### src/pkg/gsa_pkg.sv
// Shared constants for the gauge state-of-charge flag and alert block.
// Assumes a 50 MHz clock and an AHB-Lite register port with 32-bit words.
//
// Behaviour
// - Polarity bit inverts or passes alert output
// - Mode bit selects level indicator or pulses
// - Indicator mode follows first low-charge flag
// - First flag sets below, clears above threshold
// - Final flag uses separate set, clear levels
// - Interrupt events give 1 ms pulses; events during a busy pulse share one pulse after it
// - Charging pulses above step points and 100
// - Discharging pulses at step points down to 0
// - Charge and state pulses need nonzero step
// - Charge or discharge entry pulses, relax not
// - Removal on detect pin pulses when enabled
// - Insertion plus init done enters normal gauging
// - Smoothing filters charge output only when enabled
// - Current thresholds are capacity over 13.3/16.7/25
// - Charge accumulates sensed current into charge
// - Chemical capacity starts from design capacity
package gsa_pkg;

    // ----------------------------------------------------------------
    // Register byte offsets
    // ----------------------------------------------------------------
    localparam logic [7:0] GSA_OFF_CONFIG    = 8'h00; // Operation config bits
    localparam logic [7:0] GSA_OFF_LEVELS    = 8'h04; // Threshold levels and step
    localparam logic [7:0] GSA_OFF_CAPACITY  = 8'h08; // Design capacity
    localparam logic [7:0] GSA_OFF_SUBCMD    = 8'h0c; // Insert/remove subcommands
    localparam logic [7:0] GSA_OFF_SENSE     = 8'h10; // Signed sensed charge sample
    localparam logic [7:0] GSA_OFF_STATUS    = 8'h14; // Flags, state, percent
    localparam logic [7:0] GSA_OFF_THRESH    = 8'h18; // Derived current thresholds
    localparam logic [7:0] GSA_OFF_QMAX      = 8'h1c; // Chemical capacity

    // ----------------------------------------------------------------
    // Config field positions
    // ----------------------------------------------------------------
    localparam int GSA_CFG_POL    = 0; // Alert polarity select
    localparam int GSA_CFG_LOWEN  = 1; // Low battery mode enable
    localparam int GSA_CFG_BIE    = 2; // Insert detect enable
    localparam int GSA_CFG_SMOOTH = 3; // Smoothing enable
    localparam int GSA_CFG_INITOK = 4; // Initialization complete

    // ----------------------------------------------------------------
    // Reset values
    // ----------------------------------------------------------------
    localparam logic [4:0]  GSA_RST_CONFIG   = 5'h00;
    localparam logic [6:0]  GSA_RST_FIRST    = 7'h0f; // First set level
    localparam logic [6:0]  GSA_RST_FINSET   = 7'h02; // Final set level
    localparam logic [6:0]  GSA_RST_FINCLR   = 7'h05; // Final clear level
    localparam logic [6:0]  GSA_RST_STEP     = 7'h01; // One percent step
    localparam logic [15:0] GSA_RST_CAPACITY = 16'h03e8;
    localparam logic [6:0]  GSA_FULL         = 7'h64; // 100 percent

    // ----------------------------------------------------------------
    // Subcommand codes
    // ----------------------------------------------------------------
    localparam logic [7:0] GSA_SUB_INSERT = 8'h0c;
    localparam logic [7:0] GSA_SUB_REMOVE = 8'h0d;

    // ----------------------------------------------------------------
    // Timing
    // ----------------------------------------------------------------
    localparam int GSA_CLK_HZ       = 50000000;
    localparam int GSA_PULSE_US     = 1000;
    localparam int GSA_PULSE_CYC    = GSA_CLK_HZ / 1000000 * GSA_PULSE_US;

    // Battery state classification
    typedef enum logic [1:0] {
        GSA_RELAX = 2'b00,
        GSA_CHG   = 2'b01,
        GSA_DSG   = 2'b10
    } gsa_bstate_t;

    // Operating mode
    typedef enum logic [0:0] {
        GSA_INIT   = 1'b0,
        GSA_NORMAL = 1'b1
    } gsa_mode_t;

endpackage : gsa_pkg

### src/core/gsa_pulse.sv
// One-shot alert pulse timer.
// Assumes triggers on the same clock; retriggers while busy are held pending.
`timescale 1ns/1ps
module gsa_pulse
    import gsa_pkg::*;
(
    // Clock and reset
    input  wire logic hclk,
    input  wire logic hresetn,
    // Event request and pulse out
    input  wire logic trig,
    output logic      active
);

    // ----------------------------------------------------------------
    // Pulse counter
    // ----------------------------------------------------------------
    localparam int CW = $clog2(GSA_PULSE_CYC + 1);
    logic [CW-1:0] count;    // Cycles left in pulse
    logic          pending;  // Event seen while busy
    logic          gap;      // Blocks a start for one cycle after a pulse ends

    wire start = (trig | pending) & (count == '0) & ~gap;

    // Events during a pulse merge into one pending pulse that waits for the gap, so the host counts two
    always_ff @(posedge hclk or negedge hresetn) begin
        if (!hresetn) begin
            count   <= '0;
            pending <= 1'b0;
            gap     <= 1'b0;
        end else begin
            gap <= (count == CW'(1));
            if (start) begin
                count   <= CW'(GSA_PULSE_CYC);
                pending <= 1'b0;
            end else begin
                if (count != '0) count <= count - CW'(1);
                if (trig) pending <= 1'b1;
            end
        end
    end

    assign active = (count != '0);

    a_pulse_width: assert property (@(posedge hclk) disable iff (!hresetn)
        $rose(active) |-> active [*8])
        else $error("alert pulse shorter than expected");

endmodule : gsa_pulse

### src/core/gsa_alert.sv
// Gauge state-of-charge flags, alert output and battery detection.
// Assumes an AHB-Lite master on hclk and an asynchronous detect pin.
//
// Local design decisions: the register offsets and the AHB-Lite interface to the registers.
`timescale 1ns/1ps
module gsa_alert
    import gsa_pkg::*;
(
    // Clock and reset
    input  wire logic        hclk,
    input  wire logic        hresetn,
    // AHB-Lite slave
    input  wire logic        hsel,
    input  wire logic [31:0] haddr,
    input  wire logic [1:0]  htrans,
    input  wire logic        hwrite,
    input  wire logic [2:0]  hsize,
    input  wire logic [31:0] hwdata,
    input  wire logic        hready,
    output logic      [31:0] hrdata,
    output logic             hreadyout,
    output logic             hresp,
    // Pins
    input  wire logic        battery_detect_in,
    output logic             alert_output
);

    // ----------------------------------------------------------------
    // Configuration state
    // ----------------------------------------------------------------
    logic [4:0]  operation_config;        // Config bits
    logic [6:0]  first_low_set_level;     // First flag level
    logic [6:0]  final_low_set_level;     // Final flag set level
    logic [6:0]  final_low_clear_level;   // Final flag clear level
    logic [6:0]  irq_step_size;           // Interrupt step size
    logic [15:0] design_capacity;         // Design capacity, mAh

    wire alert_polarity_sel = operation_config[GSA_CFG_POL];
    wire low_batt_mode_en   = operation_config[GSA_CFG_LOWEN];
    wire insert_detect_en   = operation_config[GSA_CFG_BIE];
    wire smoothing_en       = operation_config[GSA_CFG_SMOOTH];
    wire init_done          = operation_config[GSA_CFG_INITOK];

    // ----------------------------------------------------------------
    // Bus address phase capture
    // ----------------------------------------------------------------
    logic       wr_pend;   // Write data phase pending
    logic [7:0] wr_addr;   // Captured write offset
    logic [7:0] rd_addr;   // Captured read offset
    logic       rd_pend;

    wire        take   = hsel & hready & htrans[1];
    wire        wr_now = wr_pend;
    wire        sub_wr = wr_now & (wr_addr == GSA_OFF_SUBCMD);
    wire        sns_wr = wr_now & (wr_addr == GSA_OFF_SENSE);

    // Zero-wait slave, single words only
    always_ff @(posedge hclk or negedge hresetn) begin
        if (!hresetn) begin
            wr_pend <= 1'b0;
            rd_pend <= 1'b0;
            wr_addr <= 8'h00;
            rd_addr <= 8'h00;
        end else begin
            wr_pend <= take & hwrite;
            rd_pend <= take & ~hwrite;
            wr_addr <= haddr[7:0];
            rd_addr <= haddr[7:0];
        end
    end

    assign hreadyout = 1'b1;
    assign hresp     = 1'b0;

    // Config registers
    always_ff @(posedge hclk or negedge hresetn) begin
        if (!hresetn) begin
            operation_config      <= GSA_RST_CONFIG;
            first_low_set_level   <= GSA_RST_FIRST;
            final_low_set_level   <= GSA_RST_FINSET;
            final_low_clear_level <= GSA_RST_FINCLR;
            irq_step_size         <= GSA_RST_STEP;
            design_capacity       <= GSA_RST_CAPACITY;
        end else if (wr_now) begin
            case (wr_addr)
                GSA_OFF_CONFIG: operation_config <= hwdata[4:0];
                GSA_OFF_LEVELS: begin
                    first_low_set_level   <= hwdata[6:0];
                    final_low_set_level   <= hwdata[14:8];
                    final_low_clear_level <= hwdata[22:16];
                    irq_step_size         <= hwdata[30:24];
                end
                GSA_OFF_CAPACITY: design_capacity <= hwdata[15:0];
                default: ;
            endcase
        end
    end

    // ----------------------------------------------------------------
    // Detect pin synchroniser and insertion state
    // ----------------------------------------------------------------
    logic det_s1, det_s2, det_d;
    always_ff @(posedge hclk or negedge hresetn) begin
        if (!hresetn) begin
            det_s1 <= 1'b1;
            det_s2 <= 1'b1;
            det_d  <= 1'b1;
        end else begin
            det_s1 <= battery_detect_in;
            det_s2 <= det_s1;
            det_d  <= det_s2;
        end
    end

    // Pin edges count only with pin detection on; subcommands otherwise
    wire pin_insert = insert_detect_en & det_d & ~det_s2;
    wire pin_remove = insert_detect_en & ~det_d & det_s2;
    wire cmd_insert = ~insert_detect_en & sub_wr & (hwdata[7:0] == GSA_SUB_INSERT);
    wire cmd_remove = ~insert_detect_en & sub_wr & (hwdata[7:0] == GSA_SUB_REMOVE);

    logic      inserted;  // Battery present
    gsa_mode_t mode;      // Init or normal gauging
    always_ff @(posedge hclk or negedge hresetn) begin
        if (!hresetn) begin
            inserted <= 1'b0;
            mode     <= GSA_INIT;
        end else begin
            if (pin_insert | cmd_insert) inserted <= 1'b1;
            else if (pin_remove | cmd_remove) inserted <= 1'b0;
            case (mode)
                GSA_INIT:   if (inserted & init_done) mode <= GSA_NORMAL;
                GSA_NORMAL: if (~inserted) mode <= GSA_INIT;
                default:    mode <= GSA_INIT;
            endcase
        end
    end

    // ----------------------------------------------------------------
    // Current thresholds and capacity
    // ----------------------------------------------------------------
    // Divisors scaled by ten keep the decimal figures exact
    wire [19:0] cap_x10    = 20'(design_capacity) * 20'd10;
    wire [15:0] chg_thresh = 16'(cap_x10 / 20'd133);
    wire [15:0] dsg_thresh = 16'(cap_x10 / 20'd167);
    wire [15:0] qut_thresh = 16'(cap_x10 / 20'd250);

    logic [15:0] qmax;  // Chemical capacity
    always_ff @(posedge hclk or negedge hresetn) begin
        if (!hresetn) qmax <= GSA_RST_CAPACITY;
        else if (mode == GSA_INIT) qmax <= design_capacity;
    end

    // ----------------------------------------------------------------
    // Charge accumulation from sensed current
    // ----------------------------------------------------------------
    // Each write to the sense register is one sample of signed charge, mAh
    wire signed [15:0] sample  = signed'(hwdata[15:0]);
    wire signed [15:0] mag_s   = sample[15] ? -sample : sample;
    wire        [15:0] mag     = 16'(mag_s);
    logic signed [23:0] remcap;   // Remaining capacity, mAh
    logic  [6:0]        raw_pct;  // Unfiltered percent
    logic  [6:0]        charge_percent_value;
    logic               upd;      // Percent updated this cycle
    gsa_bstate_t        bstate;
    wire                gauging = (mode == GSA_NORMAL) & sns_wr;

    wire signed [23:0] acc_sum = remcap + 24'(sample);
    wire signed [23:0] acc_lim = acc_sum[23] ? 24'sd0 :
                                 (acc_sum > 24'(qmax)) ? 24'(qmax) : acc_sum;
    wire [31:0] pct_num  = 32'(acc_lim) * 32'd100;
    wire [6:0]  pct_new  = (qmax == 16'h0000) ? 7'h00 : 7'(pct_num / 32'(qmax));

    wire gsa_bstate_t next_bstate =
        (~sample[15] & (mag > chg_thresh)) ? GSA_CHG :
        ( sample[15] & (mag > dsg_thresh)) ? GSA_DSG :
        (mag < qut_thresh) ? GSA_RELAX : bstate;

    always_ff @(posedge hclk or negedge hresetn) begin
        if (!hresetn) begin
            remcap  <= 24'sd0;
            raw_pct <= 7'h00;
            bstate  <= GSA_RELAX;
        end else if (gauging) begin
            remcap  <= acc_lim;
            raw_pct <= pct_new;
            bstate  <= next_bstate;
        end
    end

    // Smoothing walks the reported value one percent per update
    wire [6:0] next_pct = ~smoothing_en ? raw_pct :
                          (raw_pct > charge_percent_value) ? charge_percent_value + 7'h01 :
                          (raw_pct < charge_percent_value) ? charge_percent_value - 7'h01 :
                          charge_percent_value;
    logic gauged_d;
    always_ff @(posedge hclk or negedge hresetn) begin
        if (!hresetn) begin
            charge_percent_value <= 7'h00;
            gauged_d             <= 1'b0;
        end else begin
            gauged_d <= gauging;
            if (gauged_d) charge_percent_value <= next_pct;
        end
    end
    assign upd = gauged_d;

    // ----------------------------------------------------------------
    // Low-charge flags
    // ----------------------------------------------------------------
    logic first_low_charge_flag, final_low_charge_flag;
    always_ff @(posedge hclk or negedge hresetn) begin
        if (!hresetn) begin
            first_low_charge_flag <= 1'b0;
            final_low_charge_flag <= 1'b0;
        end else if (upd) begin
            if (next_pct < first_low_set_level) first_low_charge_flag <= 1'b1;
            else if (next_pct > first_low_set_level) first_low_charge_flag <= 1'b0;
            if (next_pct < final_low_set_level) final_low_charge_flag <= 1'b1;
            else if (final_low_charge_flag & (next_pct > final_low_clear_level))
                final_low_charge_flag <= 1'b0;
        end
    end
    wire low_batt_indicator = first_low_charge_flag;

    // ----------------------------------------------------------------
    // Interrupt events
    // ----------------------------------------------------------------
    // A point is 100 - n*step; distance below full is a multiple of step
    wire        step_on  = (irq_step_size != 7'h00);
    wire [6:0]  old_pct  = charge_percent_value;
    wire [6:0]  dist_new = GSA_FULL - next_pct;
    wire [6:0]  dist_old = GSA_FULL - old_pct;
    wire [6:0]  idx_new  = step_on ? dist_new / irq_step_size : 7'h00;
    wire [6:0]  idx_old  = step_on ? dist_old / irq_step_size : 7'h00;
    wire        on_pt    = step_on & (dist_new % irq_step_size == 7'h00);
    // Rising: crossed above a point, or reached full
    wire        up_evt   = (next_pct > old_pct) &
                           ((idx_new < idx_old) | (next_pct == GSA_FULL));
    // Falling: reached or passed a point, or hit zero
    wire        dn_evt   = (next_pct < old_pct) &
                           (((idx_new > idx_old) | on_pt) | (next_pct == 7'h00));
    wire        soc_evt  = upd & step_on & (up_evt | dn_evt);
    gsa_bstate_t bstate_q;
    always_ff @(posedge hclk or negedge hresetn) begin
        if (!hresetn) bstate_q <= GSA_RELAX;
        else bstate_q <= bstate;
    end
    wire st_evt  = step_on & (bstate != bstate_q) & (bstate != GSA_RELAX);
    wire int_evt = ~low_batt_mode_en & (soc_evt | st_evt | pin_remove);

    logic pulse_on;
    gsa_pulse u_pulse (
        .hclk    (hclk),
        .hresetn (hresetn),
        .trig    (int_evt),
        .active  (pulse_on)
    );

    // ----------------------------------------------------------------
    // Alert output
    // ----------------------------------------------------------------
    wire alert_raw = low_batt_mode_en ? low_batt_indicator : pulse_on;
    always_ff @(posedge hclk or negedge hresetn) begin
        if (!hresetn) alert_output <= 1'b0;
        else alert_output <= alert_raw ^ alert_polarity_sel;
    end

    // ----------------------------------------------------------------
    // Read data
    // ----------------------------------------------------------------
    wire [31:0] rd_mux =
        (rd_addr == GSA_OFF_CONFIG)   ? {27'h0, operation_config} :
        (rd_addr == GSA_OFF_LEVELS)   ? {1'b0, irq_step_size, 1'b0, final_low_clear_level,
                                         1'b0, final_low_set_level, 1'b0, first_low_set_level} :
        (rd_addr == GSA_OFF_CAPACITY) ? {16'h0, design_capacity} :
        (rd_addr == GSA_OFF_STATUS)   ? {16'h0, charge_percent_value, mode, bstate,
                                         inserted, final_low_charge_flag,
                                         first_low_charge_flag, det_s2, 2'b00} :
        (rd_addr == GSA_OFF_THRESH)   ? {chg_thresh[9:0], dsg_thresh[9:0], 2'b00,
                                         qut_thresh[9:0]} :
        (rd_addr == GSA_OFF_QMAX)     ? {16'h0, qmax} : 32'h0;
    // Read data sampled combinationally in data phase from captured address
    assign hrdata = rd_pend ? rd_mux : 32'h0;

    // ----------------------------------------------------------------
    // Checks
    // ----------------------------------------------------------------
    a_polarity_mode: assert property (@(posedge hclk) disable iff (!hresetn)
        low_batt_mode_en && $stable(low_batt_mode_en) && $stable(alert_polarity_sel)
        |=> alert_output == ($past(first_low_charge_flag) ^ $past(alert_polarity_sel)))
        else $error("indicator alert wrong level");
    a_first_flag: assert property (@(posedge hclk) disable iff (!hresetn)
        upd && next_pct < first_low_set_level |=> first_low_charge_flag)
        else $error("first flag not set");
    a_final_hold: assert property (@(posedge hclk) disable iff (!hresetn)
        upd && final_low_charge_flag && next_pct <= final_low_clear_level
        |=> final_low_charge_flag)
        else $error("final flag cleared early");
    a_step_zero: assert property (@(posedge hclk) disable iff (!hresetn)
        !step_on |-> !soc_evt && !st_evt)
        else $error("event with zero step");
    a_relax_quiet: assert property (@(posedge hclk) disable iff (!hresetn)
        bstate == GSA_RELAX |-> !st_evt)
        else $error("relax entry pulsed");
    a_mode_init: assert property (@(posedge hclk) disable iff (!hresetn)
        !inserted |=> mode == GSA_INIT)
        else $error("normal without battery");
    a_pulse_level: assert property (@(posedge hclk) disable iff (!hresetn)
        !low_batt_mode_en && $stable(low_batt_mode_en) && $stable(alert_polarity_sel)
        |=> alert_output == ($past(pulse_on) ^ $past(alert_polarity_sel)))
        else $error("pulse alert wrong level");
    a_remove_pulse: assert property (@(posedge hclk) disable iff (!hresetn)
        pin_remove && !low_batt_mode_en |-> int_evt)
        else $error("removal not signalled");

endmodule : gsa_alert

### config.mk
export PLATFORM = sky130hd
export DESIGN_NAME = gsa_alert
export DESIGN_NICKNAME = d
export VERILOG_FILES = /design/src/pkg/gsa_pkg.sv /design/src/core/gsa_pulse.sv /design/src/core/gsa_alert.sv
export SDC_FILE = /design/constraint.sdc
export NUM_CORES = 1
export LEC_CHECK = 0
export BUFFER_PORTS_ARGS = -buffer_cell sky130_fd_sc_hd__buf_2
export CAP_MARGIN = 20
export CELL_PAD_IN_SITES_DETAIL_PLACEMENT = 1
export CELL_PAD_IN_SITES_GLOBAL_PLACEMENT = 1
export CORE_AREA = 2 2 337 339
export CTS_CLUSTER_SIZE = 24
export DETAILED_ROUTE_END_ITERATION = 7
export DIE_AREA = 0 0 339 341
export PLACE_DENSITY_LB_ADDON = 0.1
export SYNTH_ARGS = -nofsm -noshare
export SYNTH_HDL_FRONTEND = slang
export SYNTH_SLANG_ARGS = --single-unit
### constraint.sdc
create_clock -name hclk -period 332.2 [get_ports hclk]
set_input_delay 49.83 -clock hclk [delete_from_list [all_inputs] [get_ports hclk]]
set_output_delay 49.83 -clock hclk [all_outputs]
set_load 0.01 [all_outputs]
**Yosys cells after proc, flatten, opt, wreduce, memory -nomap -nowiden**

Cells that the tools add are included.
Widths: inputs -> output; s select.

- Reductions and logical operators: 20
- Mux-type cells: 33
- Div/mod/pow operators: 7
- Bitwise logic cells: 46
- Add/subtract/negate cells: 7
- Shift operators: 0
- Eq/ne operators: 12
- Multiply operators: 2
- $lt $le $gt $ge: 14

Operator list:

| operator | number |
|---|---|
| $mux 32 | 6 |
| $mux 16 | 4 |
| $div 20x8->20 const B | 3 |
| $mux 23 | 2 |
| $mux 7 | 6 |
| $gt 7x7->1 | 5 |
| $lt 7x7->1 | 5 |
| $div 32x16->32 | 1 |
| $eq 8x4->1 const B | 4 |
| $eq 8x5->1 const B | 4 |
| $gt 16x16->1 | 2 |
| $logic_not 16->1 | 2 |
| $and 1x1->1 | 28 |
| $mul 23x5->28 const B | 1 |
| $add 24x16->24 | 1 |
| $gt 24x16->1 | 1 |
| $mul 16x3->19 const B | 1 |
| $eq 16x1->1 const B | 1 |
| $lt 16x16->1 | 1 |
| $neg 16->16 | 1 |
| $reduce_bool 16->1 | 1 |
| $sub 16x1->16 const B | 1 |
| $div 7x7->7 | 2 |
| $logic_not 7->1 | 2 |
| other kinds (18) | 56 |

- Memory bits (writable): 0
- Word-level logic and storage cells: 168
- Latch bits: 0
- Memory bits (read-only): 0
- Memories: 0
- Output and inout bits: 35
- Bits in registers: 144

**Longest topological paths before layout**

- Word-level depth: 20
- Mapped depth: 651
- Depth with buffers taken out: 595

**Cells and area by module**

A second synthesis with hierarchy kept.

- Cell total of the unflattened synthesis: 8041
- Area, all modules: 56231.4 um^2

Modules (own cells, without submodules):

| module | sequential area each (um^2) | cells each | area an instance (um^2) | instances |
|---|---|---|---|---|
| gsa_alert | 3156.8 | 7953 | 55300.5 | 1 |
| gsa_pulse | 450.4 | 88 | 930.9 | 1 |

**Worst setup path before layout**

Ideal clock, no wire load.

- Path type: in2reg
- Start: input port hwdata[0]
- End: register raw_pct[0]
- Arrival: 154.308 ns
- Path slack: 177.758 ns
- Stages: 627
- Required time: 332.067 ns
- Path through: ha_1 inv_1 fa_1 nand2b_1 a21o_1 a31o_1 o21ai_1 xor2_1 ha_1 and4_1 o2111ai_1 o211ai_1 o22ai_1 nand4_1 or3_1 clkbuf_1 clkbuf_1 mux2i_1 (+591 left out) buf_2 mux2_1 ha_1 a21o_1 a21oi_1 nor2b_1 o21ai_0 nand2b_1 a21oi_1 nor2b_1 o21ai_0 nand3_1 a2111oi_0 o221ai_1 a21oi_1 o2111ai_1 nor4bb_1 a31oi_1

- Word-level cells in the longest chain between the ends: 7

RTL lines:

| element | line | source |
|---|---|---|
| start: declaration | gsa_alert.sv:18 | `input wire logic [31:0] hwdata,` |
| $add 24x16->24 (*) | gsa_alert.sv:167 | `wire signed [23:0] acc_sum = remcap + 24'(sample);` |
| $gt 24x16->1 | gsa_alert.sv:169 | `(acc_sum > 24'(qmax)) ? 24'(qmax) : acc_sum;` |
| $mux 23 | gsa_alert.sv:169 |  |
| $mux 23 (*) | gsa_alert.sv:168 | `wire signed [23:0] acc_lim = acc_sum[23] ? 24'sd0 :` |
| via acc_lim[8] | gsa_alert.sv:168 |  |
| $mul 23x5->28 (*) | gsa_alert.sv:170 | `wire [31:0] pct_num = 32'(acc_lim) * 32'd100;` |
| $div 32x16->32 (*) | gsa_alert.sv:171 | `wire [6:0] pct_new = (qmax == 16'h0000) ? 7'h00 : 7'(pct_num / 32'(qmax));` |
| $mux 7 (*) | gsa_alert.sv:171 |  |
| end signal: assignment | gsa_alert.sv:185 | `raw_pct <= pct_new;` |
| end: declaration | gsa_alert.sv:161 | `logic [6:0] raw_pct;` |

Mark *: on every way through the listed nets, which the timed path passes. The rest lies on a longest branch.
A chain may end at the register's enable or synchronous reset.

**Final worst setup path**

Same ends and word-level chain as after synthesis.

==> reports/summary.txt <==
final hold viol count -> 0
cell taking the most area after synthesis -> ha_1
highest routed layer -> met5
Clk Latency, worst-skew pair -> 480 ps
DRT Pass-1 Iters -> 6
Final Cycle Share -> 0.531
top cells by area, synth -> ha_1 (15%), xnor2_1 (7.2%), a21oi_1 (6.2%)
Die ar. -> 116000 µm²
initial core utilization -> 0.496
grt total ovfl -> 0
cells on worst reg2reg path -> 576
total number of vias -> 61800
core area -> 112000 µm²
number of global-route vias before repair -> 61700
nets -> 8705
crit path buf inv count -> 28
initial antenna violation count -> 6
largest fanout on the critical path -> 37
max-cap violations -> 0
slowest CP cell -> o211ai_1
IO Pins -> 110
Worst Setup SP -> hwdata[0]
Num CTS Buffers -> 17
Data required, critical path -> 332490 ps
gpl congestion -> 0.952
Async S/R FF share, synth -> 1.00
CTS max path bufs -> 2
Top FF cell, synth -> dfrtp_1
number of distinct library cells after synthesis -> 145
Resized Gates After CTS -> 0
Slew Viols, Final -> 0
RR Startpoint -> remcap[0]
fraction of layout cells with a size suffix above 1 -> 0.0697
Syn Area/Cell -> 6.99 µm²
register area share after synthesis -> 0.0650
Warnings, synthesis -> 0
CP arrival -> 176590 ps
startpoint types -> input pin
Finish-stage setup viols -> 0
number of cells on the critical path -> 577
most numerous cell types in the synthesized netlist -> nor2_1 (775), nand2_1 (739), a21oi_1 (692)
H-tree Lvls -> 4
I/O Buffers -> 77
crit path time final -> 176310 ps
first-pass GRT wire length -> 341 mm
final setup TNS -> 0 ps
Synth-to-Final Area Change -> 4.95%
Slew @ Worst Pin -> 1130 ps
largest net degree at the start of global routing -> 80
Max-slew headroom -> 0.246
setup bufs post-CTS -> 0
gr usage total -> 0.358
count leader, synth -> nor2_1
vias per inst -> 6.55
crit path kind -> in2reg
worst reg2reg endpoint -> raw_pct[0]
Non-Filler Cell Area, Final -> 58300 µm²
met3 WL -> 13.7 mm
Mapped Area -> 55500 µm²
Clock Skew -> 16.8 ps
met2 wire len -> 95.2 mm
number of remaining DRC errors -> 0
Crit. End Element -> register
cell row count -> 123
Routed Wire Length -> 215 mm
DPL Wire Length -> 175 mm
wire per inst -> 22.8 µm
most used cell, CP -> o21ai_0
root buffer cell -> clkbuf_16
gate count of the mapped netlist -> 7948
clock sinks -> 143
placed instance area -> 57600 µm²
f_max -> 5.67 MHz
post-route ant nets -> 0
Max stage delay on crit path -> 830 ps
TritonCTS clock tree -> done
Post-synth EDFFs -> 0
delay-heaviest family, CP -> compound AO/OA/AOI/OAI gates
Die X -> 339 µm
number of synthesized register bits -> 143
status -> complete, no violations
unrepaired setup endpoints after global routing -> no
met1 wire length -> 98.9 mm
1st-iter DRT viols -> 4729
Hold Crit Class -> reg2reg
CP Capture Point -> raw_pct[0]
CTS Hold Bufs -> 0
Worst-path clk slew -> 80 ps
register-to-register setup slack -> 205100 ps
Die H -> 341 µm
share of Yosys cell area claimed by the top area cell type -> 0.154
==> logic make-up (layout without fill, tap and decap cells) <==
kind of cell / Yosys count / count (layout) / share of synthesized area
xor gates and xnor gates: 695 / 695 / 0.111
adders and majority gates: 723 / 723 / 0.165
other: 2 / 28 / 0.000135
DFF: 143 / 143 / 0.0650
AOI/OAI and AO/OA: 2471 / 2471 / 0.290
and+or+nand+nor: 3056 / 3056 / 0.278
buffers and inverters: 611 / 576 / 0.0431
muxes: 247 / 247 / 0.0479
==> cells in the final DEF, fill, tap and decap left out, drive strengths merged, types with 41 or more instances in the layout <==
| cell type | count |
|---|---|
| a211oi | 67 |
| a21o | 252 |
| a21oi | 695 |
| a31oi | 114 |
| and2 | 135 |
| and3 | 75 |
| and4 | 42 |
| buf | 169 |
| dfrtp | 120 |
| ha | 685 |
| inv | 382 |
| mux2 | 142 |
| mux2i | 105 |
| nand2 | 741 |
| nand2b | 171 |
| nand3 | 188 |
| nand4 | 153 |
| nor2 | 778 |
| nor2b | 143 |
| nor3 | 243 |
| nor4 | 107 |
| o211ai | 59 |
| o21a | 125 |
| o21ai | 553 |
| o21bai | 47 |
| o31ai | 139 |
| or2 | 71 |
| or3 | 72 |
| or4 | 41 |
| xnor2 | 460 |
| xor2 | 233 |
==> layer usage <==
| metal | vias to the layer above | GRT usage |
|---|---|---|
| met3 | 351 | 0.0393 |
| li1 | 29300 | - |
| met4 | 6 | 0.109 |
| met5 | - | 0 |
| met1 | 30400 | 0.495 |
| met2 | 1744 | 0.584 |
==> per-stage QoR <==
step                       util  std cells  worst slack [ps]  hold WS [ps]
after floorplan               -       7971            177760           345
after global placement    0.515       9400            160190           350
after detailed placement  0.515       9400            157450           349
after CTS                 0.521       9432            157410           361
after global routing      0.521       9438            145280           366
final                     0.521       9439            155890           364
==> flip-flops by register name (all words and copies together), names as in the netlist, 2 cells and up <==
register,cells
bstate,2
bstate_q,2
charge_percent_value,7
design_capacity,16
final_low_clear_level,7
final_low_set_level,7
first_low_set_level,7
irq_step_size,7
operation_config,5
qmax,16
raw_pct,7
rd_addr,8
remcap,23
u_pulse.count,16
==> how the worst min path moves through the flow <==
| stage | from | to | cells after the start |
|---|---|---|---|
| floorplan | det_s1 | det_s2 | 0 |
| global placement | det_s1 | det_s2 | 0 |
| detailed placement | det_s1 | det_s2 | 0 |
| CTS | det_s1 | det_s2 | 0 |
| global route | det_s1 | det_s2 | 0 |
| finish | det_s1 | det_s2 | 0 |
==> final cells by class <==
type	count	area (µm²)
antenna	3	7.51
timing repair buffer	169	1080
multi-input combinational	7217	49700
sequential	143	3610
tap	1500	1880
inverter	375	1410
fill	14900	53600
clock inverter	15	185
clock buffer	17	425
Power is not shown: default switching activity piles up to over one toggle a cycle in this logic, so the estimate is an artifact.
